--- src/irq_regs_pkg.sv ---
package irq_regs_pkg;

    // ========================================================
    // Register map (word addresses on the plain register port)
    localparam int          ADDR_W          = 4;
    localparam logic [3:0]  ADDR_CELL_EN    = 4'h0;
    localparam logic [3:0]  ADDR_FLAGS      = 4'h1;
    localparam logic [3:0]  ADDR_CORE_CTL   = 4'h2;
    localparam logic [3:0]  ADDR_EVT_STAT   = 4'h3;
    localparam logic [3:0]  ADDR_EVT_CLR    = 4'h4;
    localparam logic [3:0]  ADDR_EVT_EN     = 4'h5;

    // ========================================================
    // Field positions
    localparam int          CELL1_EN_BIT    = 0;
    localparam int          CELL2_EN_BIT    = 1;
    localparam int          T1_OVF_BIT      = 0;
    localparam int          T2_MATCH_BIT    = 1;
    localparam int          ADC_BIT         = 6;
    localparam int          T1_GATE_BIT     = 7;
    localparam int          GLOBAL_GATE_BIT = 7;
    localparam int          PERIPH_GATE_BIT = 6;

    // Implemented-bit masks; other bits ignore writes, read 0
    localparam logic [7:0]  CELL_EN_MASK    = 8'h03;
    localparam logic [7:0]  FLAGS_MASK      = 8'hC3;
    localparam logic [7:0]  CORE_CTL_MASK   = 8'hC0;
    localparam logic [7:0]  RESET_VAL       = 8'h00;

    // ========================================================
    // Carriers
    typedef struct packed {
        logic       t1_gate;
        logic       adc;
        logic       t2_match;
        logic       t1_ovf;
        logic       cell2;
        logic       cell1;
    } periph_evt_t;

    typedef struct packed {
        logic [ADDR_W-1:0] addr;
        logic [7:0]        wdata;
        logic              wr;
        logic              rd;
    } reg_req_t;

endpackage

--- src/irq_event_latch.sv ---
`timescale 1ns/1ps

// Sticky flag bank: hardware set wins over software clear.
module irq_event_latch #(
    parameter int WIDTH = 6
) (
    input  wire logic             i_clock,
    input  wire logic             i_rst,
    input  wire logic [WIDTH-1:0] i_set,
    input  wire logic [WIDTH-1:0] i_clr,
    output logic      [WIDTH-1:0] o_flags
);

    typedef struct packed {
        logic [WIDTH-1:0] flags;
    } latch_state_t;

    latch_state_t state_ff;
    latch_state_t nxt_state;

    always_comb begin
        nxt_state       = state_ff;
        nxt_state.flags = (state_ff.flags & ~i_clr) | i_set;
    end

    always_ff @(posedge i_clock) begin
        if (i_rst) begin
            state_ff <= '0;
        end else begin
            state_ff <= nxt_state;
        end
    end

    assign o_flags = state_ff.flags;

endmodule

--- src/periph_irq_regs.sv ---
// Local design decisions: the address-and-strobe port and the register offsets.
`timescale 1ns/1ps

module periph_irq_regs (
    input  wire logic                      i_clock,
    input  wire logic                      i_rst,
    input  wire logic [3:0]                i_addr,
    input  wire logic [7:0]                i_wdata,
    input  wire logic                      i_wr,
    input  wire logic                      i_rd,
    input  wire irq_regs_pkg::periph_evt_t i_evt,
    output logic      [7:0]                o_rdata,
    output logic                           o_periph_irq,
    output logic                           o_core_irq,
    output logic                           o_irq
);

    // ========================================================
    // State
    typedef struct packed {
        logic [7:0] cell_en;
        logic [7:0] core_ctl;
        logic [5:0] evt_en;
        logic [7:0] rdata;
        logic       periph_irq;
        logic       core_irq;
        logic       irq;
    } regs_state_t;

    regs_state_t state_ff;
    regs_state_t nxt_state;

    logic [7:0] flags;
    logic [7:0] flag_set;
    logic [7:0] flag_clr;
    logic [5:0] evt_flags;
    logic [5:0] evt_clr;
    logic [5:0] evt_vec;

    function automatic logic hit(input logic [3:0] a,
                                 input logic [3:0] want);
        hit = (a == want);
    endfunction

    // ========================================================
    // Peripheral flags
    always_comb begin
        flag_set = '0;
        flag_set[irq_regs_pkg::T1_GATE_BIT]  = i_evt.t1_gate;
        flag_set[irq_regs_pkg::ADC_BIT]      = i_evt.adc;
        flag_set[irq_regs_pkg::T2_MATCH_BIT] = i_evt.t2_match;
        flag_set[irq_regs_pkg::T1_OVF_BIT]   = i_evt.t1_ovf;
        // Writing 0 clears; writing 1 to a clear flag sets it (R/W)
        flag_clr = '0;
        if (i_wr && hit(i_addr, irq_regs_pkg::ADDR_FLAGS)) begin
            flag_clr = ~i_wdata & irq_regs_pkg::FLAGS_MASK;
            flag_set = flag_set
                     | (i_wdata & irq_regs_pkg::FLAGS_MASK);
        end
    end

    irq_event_latch #(
        .WIDTH (8)
    ) u_flags (
        .i_clock (i_clock),
        .i_rst   (i_rst),
        .i_set   (flag_set & irq_regs_pkg::FLAGS_MASK),
        .i_clr   (flag_clr),
        .o_flags (flags)
    );

    // ========================================================
    // Event status (sticky, write-one-to-clear register)
    assign evt_vec = {i_evt.t1_gate, i_evt.adc, i_evt.t2_match,
                      i_evt.t1_ovf, i_evt.cell2, i_evt.cell1};
    assign evt_clr = (i_wr && hit(i_addr, irq_regs_pkg::ADDR_EVT_CLR))
                   ? i_wdata[5:0] : 6'h00;

    irq_event_latch #(
        .WIDTH (6)
    ) u_evt (
        .i_clock (i_clock),
        .i_rst   (i_rst),
        .i_set   (evt_vec),
        .i_clr   (evt_clr),
        .o_flags (evt_flags)
    );

    // ========================================================
    // Registers and interrupt lines
    always_comb begin
        logic any_periph;
        logic any_evt;
        any_periph = 1'b0;
        any_evt    = 1'b0;
        nxt_state  = state_ff;
        if (i_wr) begin
            unique case (1'b1)
                hit(i_addr, irq_regs_pkg::ADDR_CELL_EN): begin
                    nxt_state.cell_en = i_wdata
                        & irq_regs_pkg::CELL_EN_MASK;
                end
                hit(i_addr, irq_regs_pkg::ADDR_CORE_CTL): begin
                    nxt_state.core_ctl = i_wdata
                        & irq_regs_pkg::CORE_CTL_MASK;
                end
                hit(i_addr, irq_regs_pkg::ADDR_EVT_EN): begin
                    nxt_state.evt_en = i_wdata[5:0];
                end
                default: begin
                end
            endcase
        end
        nxt_state.rdata = irq_regs_pkg::RESET_VAL;
        if (i_rd) begin
            unique case (1'b1)
                hit(i_addr, irq_regs_pkg::ADDR_CELL_EN):
                    nxt_state.rdata = state_ff.cell_en;
                hit(i_addr, irq_regs_pkg::ADDR_FLAGS):
                    nxt_state.rdata = flags;
                hit(i_addr, irq_regs_pkg::ADDR_CORE_CTL):
                    nxt_state.rdata = state_ff.core_ctl;
                hit(i_addr, irq_regs_pkg::ADDR_EVT_STAT):
                    nxt_state.rdata = {2'h0, evt_flags};
                hit(i_addr, irq_regs_pkg::ADDR_EVT_EN):
                    nxt_state.rdata = {2'h0, state_ff.evt_en};
                default:
                    nxt_state.rdata = irq_regs_pkg::RESET_VAL;
            endcase
        end
        // Cell flags live elsewhere; their events arrive as pulses
        any_periph =
            (i_evt.cell1 && state_ff.cell_en[irq_regs_pkg::CELL1_EN_BIT])
         || (i_evt.cell2 && state_ff.cell_en[irq_regs_pkg::CELL2_EN_BIT]);
        nxt_state.periph_irq = any_periph
            && state_ff.core_ctl[irq_regs_pkg::PERIPH_GATE_BIT];
        nxt_state.core_irq = nxt_state.periph_irq
            && state_ff.core_ctl[irq_regs_pkg::GLOBAL_GATE_BIT];
        any_evt = |(evt_flags & state_ff.evt_en);
        nxt_state.irq = any_evt;
    end

    always_ff @(posedge i_clock) begin
        if (i_rst) begin
            state_ff <= '0;
        end else begin
            state_ff <= nxt_state;
        end
    end

    assign o_rdata      = state_ff.rdata;
    assign o_periph_irq = state_ff.periph_irq;
    assign o_core_irq   = state_ff.core_irq;
    assign o_irq        = state_ff.irq;

    // ========================================================
    // Checks
    flag_sticky_a: assert property (
        @(posedge i_clock) disable iff (i_rst)
        $past(i_evt.adc) |-> flags[irq_regs_pkg::ADC_BIT])
        else $error("converter flag missed its event");
    set_wins_a: assert property (
        @(posedge i_clock) disable iff (i_rst)
        (i_evt.t1_ovf && i_wr && i_addr == irq_regs_pkg::ADDR_FLAGS
         && !i_wdata[irq_regs_pkg::T1_OVF_BIT])
        |=> flags[irq_regs_pkg::T1_OVF_BIT])
        else $error("clear beat a same-cycle event");
    flag_clear_a: assert property (
        @(posedge i_clock) disable iff (i_rst)
        (i_wr && i_addr == irq_regs_pkg::ADDR_FLAGS && i_wdata == 8'h00
         && i_evt == '0) |=> flags == 8'h00)
        else $error("flag write of zero did not clear");
    flag_hold_a: assert property (
        @(posedge i_clock) disable iff (i_rst)
        (flags[irq_regs_pkg::T1_GATE_BIT]
         && !(i_wr && i_addr == irq_regs_pkg::ADDR_FLAGS))
        |=> flags[irq_regs_pkg::T1_GATE_BIT])
        else $error("timer1 gate flag dropped by itself");
    unimpl_zero_a: assert property (
        @(posedge i_clock) disable iff (i_rst)
        (flags & ~irq_regs_pkg::FLAGS_MASK) == 8'h00)
        else $error("unimplemented flag bit set");
    enable_read_a: assert property (
        @(posedge i_clock) disable iff (i_rst)
        (i_wr && i_addr == irq_regs_pkg::ADDR_CELL_EN) ##1
        (i_rd && i_addr == irq_regs_pkg::ADDR_CELL_EN && !i_wr)
        |=> o_rdata == ($past(i_wdata, 2) & irq_regs_pkg::CELL_EN_MASK))
        else $error("enable read-back wrong");
    gate_block_a: assert property (
        @(posedge i_clock) disable iff (i_rst)
        !state_ff.core_ctl[irq_regs_pkg::PERIPH_GATE_BIT]
        |=> !o_periph_irq)
        else $error("peripheral irq passed a closed gate");
    flag_bits_a: assert property (
        @(posedge i_clock) disable iff (i_rst)
        $past(i_evt.t2_match) |-> flags[irq_regs_pkg::T2_MATCH_BIT])
        else $error("timer2 match flag missed its event");
    unmapped_read_a: assert property (
        @(posedge i_clock) disable iff (i_rst)
        (i_rd && i_addr > irq_regs_pkg::ADDR_EVT_EN) |=> o_rdata == 8'h00)
        else $error("unmapped read not zero");
    irq_level_a: assert property (
        @(posedge i_clock) disable iff (i_rst)
        (|(evt_flags & state_ff.evt_en)) |=> o_irq)
        else $error("interrupt line not raised");
    gate_flag_a: assert property (
        @(posedge i_clock) disable iff (i_rst)
        $past(i_evt.t1_gate) |-> flags[irq_regs_pkg::T1_GATE_BIT])
        else $error("timer1 gate flag missed its event");
    adc_clear_a: assert property (
        @(posedge i_clock) disable iff (i_rst)
        (i_wr && i_addr == irq_regs_pkg::ADDR_FLAGS
         && !i_wdata[irq_regs_pkg::ADC_BIT] && !i_evt.adc)
        |=> !flags[irq_regs_pkg::ADC_BIT])
        else $error("converter flag not cleared by write");
    ovf_flag_a: assert property (
        @(posedge i_clock) disable iff (i_rst)
        $past(i_evt.t1_ovf) |-> flags[irq_regs_pkg::T1_OVF_BIT])
        else $error("timer1 overflow flag missed its event");
    enable_unimpl_a: assert property (
        @(posedge i_clock) disable iff (i_rst)
        (state_ff.cell_en & ~irq_regs_pkg::CELL_EN_MASK) == 8'h00)
        else $error("unimplemented enable bit set");
    core_gate_a: assert property (
        @(posedge i_clock) disable iff (i_rst)
        o_core_irq |-> o_periph_irq)
        else $error("core irq without peripheral irq");
    rdata_idle_a: assert property (
        @(posedge i_clock) disable iff (i_rst)
        !i_rd |=> o_rdata == irq_regs_pkg::RESET_VAL)
        else $error("read data outside its cycle");

    cell_irq_c: cover property (@(posedge i_clock) o_periph_irq);
    core_irq_c: cover property (@(posedge i_clock) o_core_irq);
    race_c: cover property (@(posedge i_clock) i_evt.adc && i_wr
        && i_addr == irq_regs_pkg::ADDR_FLAGS);
    sum_irq_c: cover property (@(posedge i_clock) o_irq);

endmodule

--- config.mk ---
export PLATFORM = sky130hd
export DESIGN_NAME = periph_irq_regs
export DESIGN_NICKNAME = d
export VERILOG_FILES = /design/src/irq_regs_pkg.sv /design/src/irq_event_latch.sv /design/src/periph_irq_regs.sv
export SDC_FILE = /design/constraint.sdc
export NUM_CORES = 1
export LEC_CHECK = 0
export BUFFER_PORTS_ARGS = -buffer_cell sky130_fd_sc_hd__buf_2
export CORE_MARGIN = 1.5
export CORE_UTILIZATION = 49
export CTS_CLUSTER_DIAMETER = 40
export DETAILED_ROUTE_END_ITERATION = 10
export PLACE_DENSITY = 0.76
export SLEW_MARGIN = 10
export SYNTH_ARGS = -nofsm -noshare
export SYNTH_HDL_FRONTEND = slang
export SYNTH_HIERARCHICAL = 1
export SYNTH_SLANG_ARGS = --single-unit
--- constraint.sdc ---
create_clock -name i_clock -period 1.1 [get_ports i_clock]
set_input_delay 0.11 -clock i_clock [delete_from_list [all_inputs] [get_ports i_clock]]
set_output_delay 0.11 -clock i_clock [all_outputs]
set_load 0.02 [all_outputs]
==> results.json <==
{
  "via_per_inst": 5.15,
  "vias": 1523,
  "syn_area_sq_um": 1780,
  "port_buffers": 32,
  "clockBufferDepth": 2,
  "power_density_nw_per_um2": 1210,
  "fin_area_sq_um": 2230,
  "firstDrtPassIters": 5,
  "worst_hold_path_type": "input port to flip-flop",
  "worstSetupStartpointType": "flip-flop",
  "area_delta_synth_final_pct": 25.5,
  "ant_nets": 0,
  "h-tree-depth": 2,
  "grt_pass1_wl_um": 6620,
  "place_area_sq_um": 2080,
  "path_clk_slew_ns": 0.11,
  "ys_seq_area_share_pct": 39.4,
  "synth_cell_types": 36,
  "cts_setup_buffers": 0,
  "drv_cap": 0,
  "gr-total-overflow": 0,
  "fin_ws_ns": 0.0466,
  "io_pins": 33,
  "fp-row-count": 21,
  "cp.arrival_ns": 1.34,
  "p_leak_uw": 0.000980,
  "finalHoldViolCount": 0,
  "initial_core_util_pct": 52.1,
  "dieArea_sq_um": 4000,
  "fin_crit_sh_pct": 95.8,
  "grt_pass1_vias": 1405,
  "slew_violations": 0,
  "fmax_mhz": 949,
  "n_antenna_cell": 0,
  "grt_max_degree": 21,
  "setup_viol": 0,
  "cp-end-kind": "flip-flop",
  "antenna_found_initial": 0,
  "dr.first_iter.drc_count": 50,
  "drc_errors": 0,
  "avgSynthCellArea_sq_um": 9.32,
  "syn_inst": 191,
  "numCtsBuffers": 5,
  "crit_fanout": 2,
  "required_ns": 1.39,
  "final_util_pct": 65.4,
  "whs_ns": 0.0176,
  "critPathKind": "flip-flop to flip-flop",
  "setup_tns_ns": 0,
  "grt_util_all_layers_pct": 21.9,
  "insertion_delay_ns": 0.35,
  "routedWlPerCell_um": 13.6,
  "fp.dieH_um": 63.3,
  "rsz0062_at_grt": "no",
  "vdd_drop_max_uv": 716,
  "dp_hpwl_um": 3010,
  "yosysWarningCount": 6,
  "nets": 271,
  "drive_gt1_share_pct": 38.0,
  "place.gp.congestion": 0.816,
  "wl_um": 4020,
  "die_w_um": 63.3,
  "place_ws_ns": -0.192,
  "clkSinkCount": 35,
  "ys_ff_latch": 35,
  "ctsRootBufferMaster": "clkbuf_4",
  "finClkSkew_ns": 0.00716,
  "cts_tree": "done",
  "min_period_ns": 1.05,
  "status": "finished, final reports clean",
  "core_sq_um": 3420
}
[kinds of logic after synthesis]
logic type             after synthesis  share of synthesized area, %
AOI/OAI and AO/OA                   54                          19.6
muxes                                6                          3.65
DFF                                 35                          39.4
other                                1                         0.211
buffers and inverters               31                          9.35
and+or+nand+nor                     64                          27.8
[sequential cells by signal (all words and copies together), names as in the netlist]
| signal | count |
|---|---|
| state_ff | 10 |
| u_evt/o_flags | 6 |
| o_core_irq | 1 |
| u_flags/o_flags | 8 |
| o_periph_irq | 1 |
| o_irq | 1 |
| o_rdata | 8 |
[cells in the mapped netlist]
library cell / instances / area, sq um
mux2i_1: 2 / 20.0
nand2b_1: 1 / 6.26
o211ai_1: 1 / 7.51
buf_6: 2 / 22.5
clkbuf_1: 2 / 7.51
buf_2: 4 / 20.0
and2_1: 1 / 6.26
nor2_1: 12 / 45.0
or3b_2: 1 / 8.76
nor3b_1: 2 / 15.0
o21ai_0: 8 / 40.0
a31oi_1: 1 / 6.26
and3b_1: 1 / 8.76
and2b_1: 1 / 7.51
nand2_1: 1 / 3.75
a21oi_2: 8 / 70.1
nand3_1: 10 / 50.1
or4_1: 2 / 15.0
nand4b_1: 1 / 8.76
a21o_1: 6 / 45.0
o31ai_1: 2 / 15.0
nor2_2: 1 / 6.26
nand3b_1: 5 / 37.5
inv_1: 15 / 56.3
a22oi_1: 10 / 75.1
and3_1: 6 / 37.5
a21oi_1: 18 / 90.1
buf_4: 8 / 60.1
nand2b_4: 14 / 193
or2b_1: 2 / 15.0
dfxtp_1: 35 / 701
mux2_2: 4 / 45.0
nor2b_1: 1 / 6.26
and4bb_2: 1 / 12.5
conb_1: 1 / 3.75
nor3b_2: 1 / 12.5
[layer usage]
metal | up-vias | GRT usage, % | share of wire, %
met2 | 46 | 35.0 | 47
met4 | 0 | 8.97 | 1.6
met3 | 7 | 5.54 | 6.3
li1 | 767 | - | -
met5 | - | 0 | 0
met1 | 703 | 28.2 | 45
[power by group]
part	switching [uW]	internal, uW
Sequential	48.2	1310
Clock	440	537
Combinational	173	188
[worst max-delay path, cell delays in order (launching register included)]
cell	delay, ns
dfxtp_1	0.36
mux2i_1	0.07
or4_1	0.43
a21oi_2	0.14
[metrics by stage]
step,power (uW),cells
2_1_floorplan,1580,198
3_5_place_dp,1720,282
3_3_place_gp,1720,282
6_report,2700,296
4_1_cts,2710,296
5_1_grt,2810,296
[cell usage in the layout (no fill, tap or decap), types with 4 or more instances in the layout]
cell / count
and3_1: 6
a21o_1: 6
nand3_1: 10
a22oi_1: 10
clkbuf_4: 5
a21oi_1: 16
nand2b_4: 14
nand3b_1: 5
buf_2: 32
nor2_1: 12
dlygate4sd3_1: 6
o21ai_0: 8
mux2_2: 4
conb_1: 8
buf_4: 22
dfxtp_1: 34
inv_1: 15
a21oi_2: 10
[final cells by class]
cell class                 instances  area (sq um)
timing repair buffer              60           385
fill                             297          1180
clock inverter                     2          35.0
multi-input combinational        132           947
tap                               46          57.6
sequential                        35           702
clock buffer                       6          51.3
inverter                          15          56.3
[timing repair]
item                                    in CTS  in global routing
endpoints found under the setup margin       0                  2
hold buffers                                 6                  0
endpoints found under the hold margin        6                  0
resized for setup                            0                  3
[final timing paths]
| kind | to | startpoint | slack, ns | cells past startpoint |
|---|---|---|---|---|
| worst max-delay path | o_rdata[1] | u_flags/o_flags[1] | 0.05 | 3 |
| worst min-delay path | state_ff[16] | i_wdata[5] | 0.02 | 3 |
| worst max register to register | o_rdata[1] | u_flags/o_flags[1] | 0.05 | 3 |
| worst min register to register | u_flags/o_flags[7] | u_flags/o_flags[7] | 0.50 | 2 |
Note: power is estimated with default switching activity, not from simulation.
